--- config.mk ---
export PLATFORM = sky130hd
export DESIGN_NAME = osc_select_ctrl
export DESIGN_NICKNAME = d
export VERILOG_FILES = /design/src/hdl/osc_select_ctrl.v
export VERILOG_INCLUDE_DIRS = /design/src /design/src/hdl
export SDC_FILE = /design/constraint.sdc
export NUM_CORES = 1
export LEC_CHECK = 0
export ABC_AREA = 1
export BUFFER_PORTS_ARGS = -buffer_cell sky130_fd_sc_hd__buf_2
export CORE_UTILIZATION = 45
export CTS_CLUSTER_DIAMETER = 30
export DETAILED_ROUTE_END_ITERATION = 10
export GPL_TIMING_DRIVEN = 0
export PLACE_DENSITY = 0.64
export SKIP_CTS_REPAIR_TIMING = 1
export SLEW_MARGIN = 10
export SYNTH_ARGS = -nofsm -noshare
export SYNTH_HDL_FRONTEND = slang
export SYNTH_SLANG_ARGS = --single-unit
--- constraint.sdc ---
create_clock -name ref_clk -period 4.8 [get_ports ref_clk]
set_input_delay 0.24 -clock ref_clk [delete_from_list [all_inputs] [get_ports ref_clk]]
set_output_delay 0.24 -clock ref_clk [all_outputs]
set_load 0.01 [all_outputs]
--- src/hdl/osc_ctrl_map.vh ---
// Purpose: constants for the oscillator select and clock divider block
// Assumes: registers are 16 bits wide, reached over a plain strobe port
// Notes: offsets are word indices on the register port
`ifndef OSC_CTRL_MAP_VH
`define OSC_CTRL_MAP_VH
`define OFS_OSC_CTRL      2'h0
`define OFS_CLK_DIV       2'h1
`define OFS_RC_TUNE       2'h2
`define SRC_FRC           3'h0
`define SRC_FRC_PLL       3'h1
`define SRC_PRI           3'h2
`define SRC_PRI_PLL       3'h3
`define SRC_SEC           3'h4
`define SRC_LOW_POWER_INTERNAL_RC          3'h5
`define SRC_LPFRC_DIV     3'h6
`define SRC_FRC_DIV       3'h7
`define PMODE_EXT         2'h0
`define PMODE_XT          2'h1
`define PMODE_HS          2'h2
`define BIT_CUR_LO        12
`define BIT_NEW_LO        8
`define BIT_SEL_LOCK      7
`define BIT_PLL_LOCK      5
`define BIT_FAIL          3
`define BIT_DRIVE         2
`define BIT_SEC_EN        1
`define BIT_REQ           0
`define BIT_ROI           15
`define BIT_RATIO_LO      12
`define BIT_SLOW_EN       11
`define BIT_POST_LO       8
`define RST_RATIO         3'h3
`define RST_POST          3'h1
`define UNLK_HI_A         8'h78
`define UNLK_HI_B         8'h9a
`define UNLK_LO_A         8'h46
`define UNLK_LO_B         8'h57
`define SETTLE_CYC        4'ha
`define SYNC_FILL         2'h3
`define ST_IDLE           2'h0
`define ST_WAIT_RDY       2'h1
`define ST_SETTLE         2'h2
`endif

--- src/hdl/osc_select_ctrl.v ---
// Purpose: oscillator select, switch sequencing and clock divider control
// Assumes: ref_clk is the selected system clock; config strapped at reset release
// Notes: unlock keys are checked on the byte written to the addressed byte lane
`timescale 1ns/1ps
`include "osc_ctrl_map.vh"
module osc_select_ctrl (
  input  wire        ref_clk,
  input  wire        nrst,
  input  wire [1:0]  reg_addr,
  input  wire [15:0] reg_wdata,
  input  wire        reg_wr,
  input  wire [1:0]  reg_be,
  input  wire        reg_rd,
  output reg  [15:0] reg_rdata,
  input  wire [1:0]  primary_mode_config,
  input  wire [2:0]  initial_source_config,
  input  wire [1:0]  external_clock_range_config,
  input  wire [1:0]  switch_monitor_config,
  input  wire        secondary_input_type_config,
  input  wire        osc_ready,
  input  wire        pll_locked,
  input  wire        clock_fail_event,
  input  wire        irq_event,
  input  wire        new_clk_tick,
  output reg  [2:0]  active_source,
  output reg  [1:0]  primary_submode,
  output reg  [1:0]  ext_range,
  output reg         pll_enable,
  output reg         frc_enable,
  output reg         lpfrc_enable,
  output reg         low_power_internal_rc_enable,
  output reg         primary_enable,
  output reg         secondary_enable,
  output reg         secondary_high_power,
  output reg         monitor_enable,
  output reg  [2:0]  frc_postscale,
  output reg  [5:0]  frc_trim,
  output reg         cpu_clk_en
);
  // strap levels and oscillator status cross in through level filters
  reg         cfg_ok_r;
  reg  [10:0] cfg_r;
  reg         lock_r;
  wire [10:0] cfg_q;
  wire        cfg_settled;
  wire [1:0]  sts_q;
  wire [10:0] cfg_raw = {secondary_input_type_config, switch_monitor_config,
                         external_clock_range_config, primary_mode_config,
                         initial_source_config, 1'b0};
  // captured strap fields; bit 0 is a spare zero
  wire [1:0]  cfg_pmode    = cfg_r[5:4];
  wire [1:0]  cfg_range    = cfg_r[7:6];
  wire [1:0]  cfg_swmon    = cfg_r[9:8];
  wire        cfg_sec_xtal = cfg_r[10];
  wire        sw_en        = ~cfg_swmon[1];
  wire        mon_en       = (cfg_swmon == 2'b00);
  wire        sel_frozen   = mon_en & lock_r;
  // status levels come from the analog side
  wire        osc_ready_q  = sts_q[1];
  wire        pll_locked_q = sts_q[0];

  // straps are read once, after every stage holds post-release samples
  level_filter #(
    .WIDTH   (11)
  ) i_cfg_filter (
    .ref_clk (ref_clk),
    .nrst    (nrst),
    .din     (cfg_raw),
    .dout    (cfg_q),
    .settled (cfg_settled)
  );

  // a ready or lock level that flickers for one cycle is not believed
  level_filter #(
    .WIDTH   (2)
  ) i_sts_filter (
    .ref_clk (ref_clk),
    .nrst    (nrst),
    .din     ({osc_ready, pll_locked}),
    .dout    (sts_q),
    .settled ()
  );

  // oscillator control fields
  reg [2:0] cur_r, new_r;
  reg       req_r, pll_lk_r, fail_r, drive_r, sec_en_r;
  reg [1:0] st_r;
  reg [3:0] settle_r;
  reg       unlk_hi_r, unlk_lo_r;
  reg       key_hi_r, key_lo_r;
  reg       roi_r, slow_r;
  reg [2:0] ratio_r, post_r;
  reg [5:0] trim_r;
  reg [6:0] cpu_cnt_r;

  wire wr_osc = reg_wr & (reg_addr == `OFS_OSC_CTRL);
  wire wr_div = reg_wr & (reg_addr == `OFS_CLK_DIV);
  wire wr_tun = reg_wr & (reg_addr == `OFS_RC_TUNE);
  wire [7:0] wb_hi = reg_wdata[15:8];
  wire [7:0] wb_lo = reg_wdata[7:0];
  wire hi_key_a = wr_osc & reg_be[1] & (wb_hi == `UNLK_HI_A);
  wire hi_key_b = wr_osc & reg_be[1] & (wb_hi == `UNLK_HI_B);
  wire lo_key_a = wr_osc & reg_be[0] & (wb_lo == `UNLK_LO_A);
  wire lo_key_b = wr_osc & reg_be[0] & (wb_lo == `UNLK_LO_B);
  wire hi_wr_ok = wr_osc & reg_be[1] & unlk_hi_r & ~hi_key_a;
  wire lo_wr_ok = wr_osc & reg_be[0] & unlk_lo_r & ~lo_key_a;
  wire uses_pll = (cur_r == `SRC_PRI_PLL) | (cur_r == `SRC_FRC_PLL);
  wire tgt_pll  = (new_r == `SRC_PRI_PLL) | (new_r == `SRC_FRC_PLL);
  wire ready_ok = osc_ready_q & (~tgt_pll | pll_locked_q);

  // unlock tracking: a key pair must land on back-to-back writes
  always @(posedge ref_clk or negedge nrst) begin
    if (!nrst) begin
      key_hi_r  <= 1'b0;
      key_lo_r  <= 1'b0;
      unlk_hi_r <= 1'b0;
      unlk_lo_r <= 1'b0;
    end else if (reg_wr) begin
      key_hi_r  <= hi_key_a;
      key_lo_r  <= lo_key_a;
      unlk_hi_r <= key_hi_r & hi_key_b;
      unlk_lo_r <= key_lo_r & lo_key_b;
    end
  end

  // switch sequencer, config capture and control bits
  always @(posedge ref_clk or negedge nrst) begin
    if (!nrst) begin
      cfg_ok_r <= 1'b0;
      cfg_r    <= 11'h7fe;
      cur_r    <= `SRC_FRC_DIV;
      new_r    <= `SRC_FRC_DIV;
      req_r    <= 1'b0;
      lock_r   <= 1'b0;
      pll_lk_r <= 1'b0;
      fail_r   <= 1'b0;
      drive_r  <= 1'b0;
      sec_en_r <= 1'b0;
      st_r     <= `ST_IDLE;
      settle_r <= 4'h0;
    end else if (!cfg_ok_r) begin
      // catch the strapped config once it is settled after release
      if (cfg_settled) begin
        cfg_ok_r <= 1'b1;
        cfg_r    <= cfg_q;
        cur_r    <= cfg_q[3:1];
        new_r    <= cfg_q[3:1];
      end
    end else begin
      if (hi_wr_ok & ~sel_frozen & (st_r == `ST_IDLE))
        new_r <= wb_hi[2:0];
      if (lo_wr_ok) begin
        if (wb_lo[`BIT_SEL_LOCK])
          lock_r <= 1'b1;
        drive_r  <= wb_lo[`BIT_DRIVE];
        sec_en_r <= wb_lo[`BIT_SEC_EN];
      end
      // hardware set wins over the software clear
      if (clock_fail_event & mon_en)
        fail_r <= 1'b1;
      else if (lo_wr_ok & ~wb_lo[`BIT_FAIL])
        fail_r <= 1'b0;
      // pll lock status follows the active mode
      if (!uses_pll)
        pll_lk_r <= 1'b0;
      else
        pll_lk_r <= pll_locked_q;
      case (st_r)
        `ST_IDLE: begin
          if (lo_wr_ok & wb_lo[`BIT_REQ] & sw_en & ~sel_frozen) begin
            if (new_r == cur_r) begin
              req_r <= 1'b0;
            end else begin
              req_r    <= 1'b1;
              pll_lk_r <= 1'b0;
              fail_r   <= clock_fail_event & mon_en;
              st_r     <= `ST_WAIT_RDY;
            end
          end
        end
        `ST_WAIT_RDY: begin
          if (ready_ok) begin
            settle_r <= 4'h0;
            st_r     <= `ST_SETTLE;
          end
        end
        `ST_SETTLE: begin
          if (new_clk_tick)
            settle_r <= settle_r + 4'h1;
          if (new_clk_tick & (settle_r == `SETTLE_CYC - 4'h1)) begin
            cur_r <= new_r;
            req_r <= 1'b0;
            st_r  <= `ST_IDLE;
          end
        end
        default: st_r <= `ST_IDLE;
      endcase
    end
  end

  // divider and trim registers
  always @(posedge ref_clk or negedge nrst) begin
    if (!nrst) begin
      roi_r   <= 1'b0;
      slow_r  <= 1'b0;
      ratio_r <= `RST_RATIO;
      post_r  <= `RST_POST;
      trim_r  <= 6'h00;
    end else begin
      if (wr_div & reg_be[1]) begin
        roi_r   <= reg_wdata[`BIT_ROI];
        ratio_r <= reg_wdata[`BIT_RATIO_LO+2:`BIT_RATIO_LO];
        post_r  <= reg_wdata[`BIT_POST_LO+2:`BIT_POST_LO];
      end
      // interrupt recovery beats a software set
      if (roi_r & irq_event)
        slow_r <= 1'b0;
      else if (wr_div & reg_be[1])
        slow_r <= reg_wdata[`BIT_SLOW_EN];
      if (wr_tun & reg_be[0])
        trim_r <= reg_wdata[5:0];
    end
  end

  // cpu clock enable: one pulse every 2^ratio cycles when slowed
  wire [6:0] ratio_mask = (7'h01 << ratio_r) - 7'h01;
  always @(posedge ref_clk or negedge nrst) begin
    if (!nrst) begin
      cpu_cnt_r  <= 7'h00;
      cpu_clk_en <= 1'b1;
    end else if (!slow_r) begin
      cpu_cnt_r  <= 7'h00;
      cpu_clk_en <= 1'b1;
    end else begin
      cpu_cnt_r  <= (cpu_cnt_r + 7'h01) & ratio_mask;
      cpu_clk_en <= (cpu_cnt_r == ratio_mask);
    end
  end

  // oscillator enables decoded from the active and the target source;
  // the target is started early so it can settle before the change-over
  reg [1:0] ext_range_nxt;
  reg       pll_enable_nxt, frc_enable_nxt, lpfrc_enable_nxt;
  reg       low_power_internal_rc_enable_nxt, primary_enable_nxt;
  reg       secondary_enable_nxt, high_power_nxt;
  always @* begin
    ext_range_nxt        = cfg_range;
    pll_enable_nxt       = uses_pll;
    frc_enable_nxt       = 1'b0;
    lpfrc_enable_nxt     = 1'b0;
    low_power_internal_rc_enable_nxt      = mon_en;
    primary_enable_nxt   = 1'b0;
    secondary_enable_nxt = sec_en_r;
    // drive bit is ignored when the secondary pins carry a digital clock
    high_power_nxt       = drive_r & cfg_sec_xtal;
    case (cur_r)
      `SRC_FRC:       frc_enable_nxt       = 1'b1;
      `SRC_FRC_PLL:   frc_enable_nxt       = 1'b1;
      `SRC_FRC_DIV:   frc_enable_nxt       = 1'b1;
      `SRC_PRI:       primary_enable_nxt   = 1'b1;
      `SRC_PRI_PLL:   primary_enable_nxt   = 1'b1;
      `SRC_SEC:       secondary_enable_nxt = 1'b1;
      `SRC_LOW_POWER_INTERNAL_RC:      low_power_internal_rc_enable_nxt      = 1'b1;
      `SRC_LPFRC_DIV: lpfrc_enable_nxt     = 1'b1;
      default:        frc_enable_nxt       = 1'b1;
    endcase
    if (st_r != `ST_IDLE) begin
      if (tgt_pll)
        pll_enable_nxt = 1'b1;
      case (new_r)
        `SRC_FRC:       frc_enable_nxt       = 1'b1;
        `SRC_FRC_PLL:   frc_enable_nxt       = 1'b1;
        `SRC_FRC_DIV:   frc_enable_nxt       = 1'b1;
        `SRC_PRI:       primary_enable_nxt   = 1'b1;
        `SRC_PRI_PLL:   primary_enable_nxt   = 1'b1;
        `SRC_SEC:       secondary_enable_nxt = 1'b1;
        `SRC_LOW_POWER_INTERNAL_RC:      low_power_internal_rc_enable_nxt      = 1'b1;
        `SRC_LPFRC_DIV: lpfrc_enable_nxt     = 1'b1;
        default:        frc_enable_nxt       = 1'b1;
      endcase
    end
  end

  // every output leaves straight from a flop
  always @(posedge ref_clk or negedge nrst) begin
    if (!nrst) begin
      active_source        <= `SRC_FRC_DIV;
      primary_submode      <= `PMODE_EXT;
      ext_range            <= 2'h3;
      pll_enable           <= 1'b0;
      frc_enable           <= 1'b1;
      lpfrc_enable         <= 1'b0;
      low_power_internal_rc_enable          <= 1'b0;
      primary_enable       <= 1'b0;
      secondary_enable     <= 1'b0;
      secondary_high_power <= 1'b0;
      monitor_enable       <= 1'b0;
      frc_postscale        <= `RST_POST;
      frc_trim             <= 6'h00;
    end else begin
      active_source        <= cur_r;
      primary_submode      <= cfg_pmode;
      ext_range            <= ext_range_nxt;
      pll_enable           <= pll_enable_nxt;
      frc_enable           <= frc_enable_nxt;
      lpfrc_enable         <= lpfrc_enable_nxt;
      low_power_internal_rc_enable          <= low_power_internal_rc_enable_nxt;
      primary_enable       <= primary_enable_nxt;
      secondary_enable     <= secondary_enable_nxt;
      secondary_high_power <= high_power_nxt;
      monitor_enable       <= mon_en;
      frc_postscale        <= post_r;
      frc_trim             <= trim_r;
    end
  end

  // read mux, unmapped and unimplemented bits read as zero
  reg [15:0] rdata_nxt;
  always @* begin
    rdata_nxt = 16'h0000;
    if (reg_rd) begin
      case (reg_addr)
        `OFS_OSC_CTRL: rdata_nxt = {1'b0, cur_r, 1'b0, new_r, lock_r, 1'b0,
                                    pll_lk_r, 1'b0, fail_r, drive_r, sec_en_r,
                                    req_r};
        `OFS_CLK_DIV:  rdata_nxt = {roi_r, ratio_r, slow_r, post_r, 8'h00};
        `OFS_RC_TUNE:  rdata_nxt = {10'h000, trim_r};
        default:       rdata_nxt = 16'h0000;
      endcase
    end
  end

  // data stands only in the cycle after the read strobe
  always @(posedge ref_clk or negedge nrst) begin
    if (!nrst)
      reg_rdata <= 16'h0000;
    else
      reg_rdata <= rdata_nxt;
  end
endmodule

// three-stage filter for levels from another clock domain; a bit moves
// only when the second and third stages agree, so short glitches drop out
module level_filter #(
  parameter WIDTH = 1
) (
  input  wire             ref_clk,
  input  wire             nrst,
  input  wire [WIDTH-1:0] din,
  output reg  [WIDTH-1:0] dout,
  output reg              settled
);
  reg [WIDTH-1:0] s1_r, s2_r, s3_r;
  reg [1:0]       fill_r;
  wire            full = (fill_r == `SYNC_FILL);

  always @(posedge ref_clk or negedge nrst) begin
    if (!nrst) begin
      s1_r    <= {WIDTH{1'b0}};
      s2_r    <= {WIDTH{1'b0}};
      s3_r    <= {WIDTH{1'b0}};
      fill_r  <= 2'h0;
      dout    <= {WIDTH{1'b0}};
      settled <= 1'b0;
    end else begin
      s1_r <= din;
      s2_r <= s1_r;
      s3_r <= s2_r;
      if (!full)
        fill_r <= fill_r + 2'h1;
      // until the stages fill, their equal contents are reset leftovers
      settled <= full & (s2_r == s3_r);
      dout    <= (s2_r & s3_r) | (dout & (s2_r | s3_r));
    end
  end
endmodule

==> summary.md <==
| Metric | Value |
|---|---|
| I/O pin cnt | 80 |
| Vias per std cell | just under 5 |
| Count of port buffers added during placement | 78 |
| Tot Pwr | ~3.2 mW |
| Type of destination of the critical path | register |
| Synth warnings | 0 |
| RSZ-0062 raised after global routing | no |
| Initial antenna violation count | 0 |
| Final core utilization | 0.569 |
| Largest fanout of any net on the critical path | 9 |
| Antenna diode count | 0 |
| Required time at the worst-slack endpoint | 5.16 ns |
| Post-Syn Nets | 620 |
| Minimum clock period after layout | about 1.8 ns |
| Worst rel slew slack | 0.624 |
| Sequential share of the synthesized area | 0.620 |
| Startpoint types | register |
| Sequential power share | 0.455 |
| Longest Clk Path Bufs | 2 |
| Leakage component of the power | 3.56 nW |
| TritonCTS clock tree | yes |
| Cell types with the largest area share after synthesis | dfrtp_1 51%, dfstp_2 11%, nand2_1 6.8% |
| Number of nets in the finished design | roughly 730 |
| Cell total after placement | about 810 |
| Combined global-route utilization of all metal layers | 0.186 |
| Final cell count without fillers | 849 |
| Crit path kind | reg2reg |
| # clock sinks | 142 |
| Vias after detailed routing | just over 4,000 |
| Wirelength per Cell | 13.2 µm |
| Number of detailed-routing iterations run before antenna repair | 6 |
| Setup-failing EPs final | 0 |
| Met3 WL post-DR | ~470 µm |
| Slew Limit Fails | 0 |
| Width of the chip | between 100 and 150 µm |
| Number of enable-type register cells in the synthesized netlist | 0 |
| Placed wire-length estimate | 8.10 mm |
| Std-Cell Rows | 41 |
| Crit share post-route | 0.372 |
| Leading cell types by count after synthesis | 118 x dfrtp_1, 105 x nand2_1, 66 x inv_1 |
| Maximum clock skew at final layout | ~0.010 ns |
| Vias in the first global route | around 4,100 |
| Type of the most critical hold path | in2reg |
| Buffer type at the clock tree root | clkbuf_16 |
| Clock latency of the later-clocked register in the worst-skew pair | ~0.42 ns |
| Unique masters post-synth | 43 |
| Internal portion of total power | around 2.4 mW |
| Fraction of final layout cells with drive strength greater than 1 | 0.256 |
| Total grt overflow | 0 |
| CTS Buf Count | 17 |
| Clock transition time at the flip-flop clock pins of the worst setup and hold paths | approximately 0.06 ns |
| Total routed wirelength | around 11 mm |
| Global-route wire length before repair | between 15 and 20 mm |
| Antenna violation net count after detailed routing | 0 |
| Proportion of power drawn by the clock network | 0.410 |
| Layout filler cell count | between 1,000 and 1,500 |
| Core region area | 12,600 µm² |
| Routability-driven placement congestion ratio | ~0.84 |
| Sum of negative setup slack | 0 ns |
| Smallest hold slack | 0.00480 ns |
| Summed instance area of the synthesized netlist | around 5800 µm² |
| Count of maximum capacitance violations | 0 |
| Power spent charging and discharging nets | ~0.83 mW |
| Cell type with the highest aggregate area in the netlist | dfrtp_1 |
| Iteration-0 DRC Markers | ~250 |
| Switching share of total power | 0.260 |
| Synthesized netlist cell count | about 560 |
| Top_reg_cell synth | dfrtp_1 |
| Combinational group share of total power | 0.135 |
| Met1 wire length | approximately 5 mm |
| Worst slew pin tran | 0.564 ns |
| Synth Area per Inst | between 10 and 15 µm² |
| Highest routing layer actually used | met4 |
| P&R area growth vs syn | 23.6% |
| Status | finished, final reports clean |
| Most frequent cell after synthesis | dfrtp_1 |
| Worst EP arrival | between 2 and 2.5 ns |
| Highest achievable clock rate | approximately 0.56 GHz |
| Total Die Area | approximately 13,000 µm² |
| Peak supply drop | approximately 0.26 mV |
| Clock H-tree levels | 4 |
| Area share of the largest cell type after synthesis | 0.511 |
| Maximum number of pins on one net before global-route repair | just over 80 |
| Die outline height | 115 µm |
| Initial core utilization | 0.460 |
| Cell area power density | 448 nW/µm² |
| Hold violation total from the final report | 0 |
| Async set-or-reset flop fraction in the synthesized netlist | 1.00 |
| Post-synthesis register bit count | approximately 140 |
| Remaining DRCs | 0 |
| Met2 layer wire length in the routed design | approximately 5.6 mm |
-- final cells by class --
cell class | count | area [µm²] | share of cell area
clock buffers | 21 | 460 | 0.0644
well taps | 172 | 215 | 0.0301
inverters | 79 | 297 | 0.0415
repair buffers | 92 | 554 | 0.0776
multi-input cells | 326 | 1860 | 0.260
plain buffers | 8 | 46.3 | 0.00648
flip-flops and latches | 142 | 3580 | 0.501
clock inverters | 9 | 134 | 0.0187
-- cell usage in the layout (no fill, tap or decap), types with 14 or more instances in the layout --
master       n
dfrtp_1    118
nor2_1      26
o21ai_1     21
buf_2       80
o21ai_0     27
inv_1       66
nand2_1    105
ha_1        26
clkbuf_16   17
nand4_1     14
dfstp_2     24
nand3_1     29
-- logic make-up after synthesis --
logic type	after synthesis	synth area share
xor+xnor	6	0.00909
buf+inv	87	0.0593
flops	142	0.620
compound gates	80	0.0790
fa+ha+maj	28	0.0597
simple gates	211	0.173
other cells	1	0.000648
-- layer usage --
metal / vias up / track usage
met4: 0 / 0.0719
met3: 14 / 0.0633
met5: - / 0
met1: 1979 / 0.221
met2: 95 / 0.312
li1: 2032 / -
-- worst max-delay path: stages (launching register included) --
cell and delay, ns:
dfrtp_1 0.46, inv_2 0.18, nand3_1 0.09, ha_1 0.33
nand2_1 0.08, nand4_1 0.09, nor3_1 0.18, nand2_1 0.10
nor2_2 0.10, nand2_1 0.05, nand2_1 0.05
-- power by group through the flow --
stage / logic [mW] / registers [mW] / clock network (mW)
2_1_floorplan: 0.231 / 1.49 / 0
3_3_place_gp: 0.413 / 1.47 / 0
3_5_place_dp: 0.427 / 1.48 / 0
4_1_cts: 0.430 / 1.46 / 1.35
5_1_grt: 0.494 / 1.48 / 1.40
6_report: 0.433 / 1.46 / 1.31
-- stage by stage --
| step | setup WS (ns) | cell area [µm²] |
|---|---|---|
| after floorplan | 3.24 | 5780 |
| after global placement | 1.62 | 6390 |
| after detailed placement | 3.04 | 6420 |
| after CTS | 3.03 | 7020 |
| after global routing | 2.87 | 7150 |
| final | 3.02 | 7150 |
-- state kept, by name, summed over array words and instances (netlist names), 4 cells and up --
register	cells
reg_rdata	15
i_cfg_filter.dout	10
i_cfg_filter.s1_r	10
i_cfg_filter.s2_r	10
i_cfg_filter.s3_r	10
cfg_r	7
cpu_cnt_r	7
frc_trim	6
trim_r	6
settle_r	4
-- final timing paths --
check                                     startpoint                   end  slack, ns  cells past startpoint
worst min-delay path                       irq_event                slow_r      0.005                      2
worst max register to register            ratio_r[2]            cpu_clk_en       3.02                     10
worst min register to register  i_cfg_filter.s1_r[1]  i_cfg_filter.s2_r[1]       0.35                      0
min in group asynchronous                       nrst          reg_rdata[2]       0.37                      2
worst max-delay path                      ratio_r[2]            cpu_clk_en       3.02                     10
max in group asynchronous                       nrst              cur_r[0]       3.62                      3
Power figures use the tool's default switching activity.
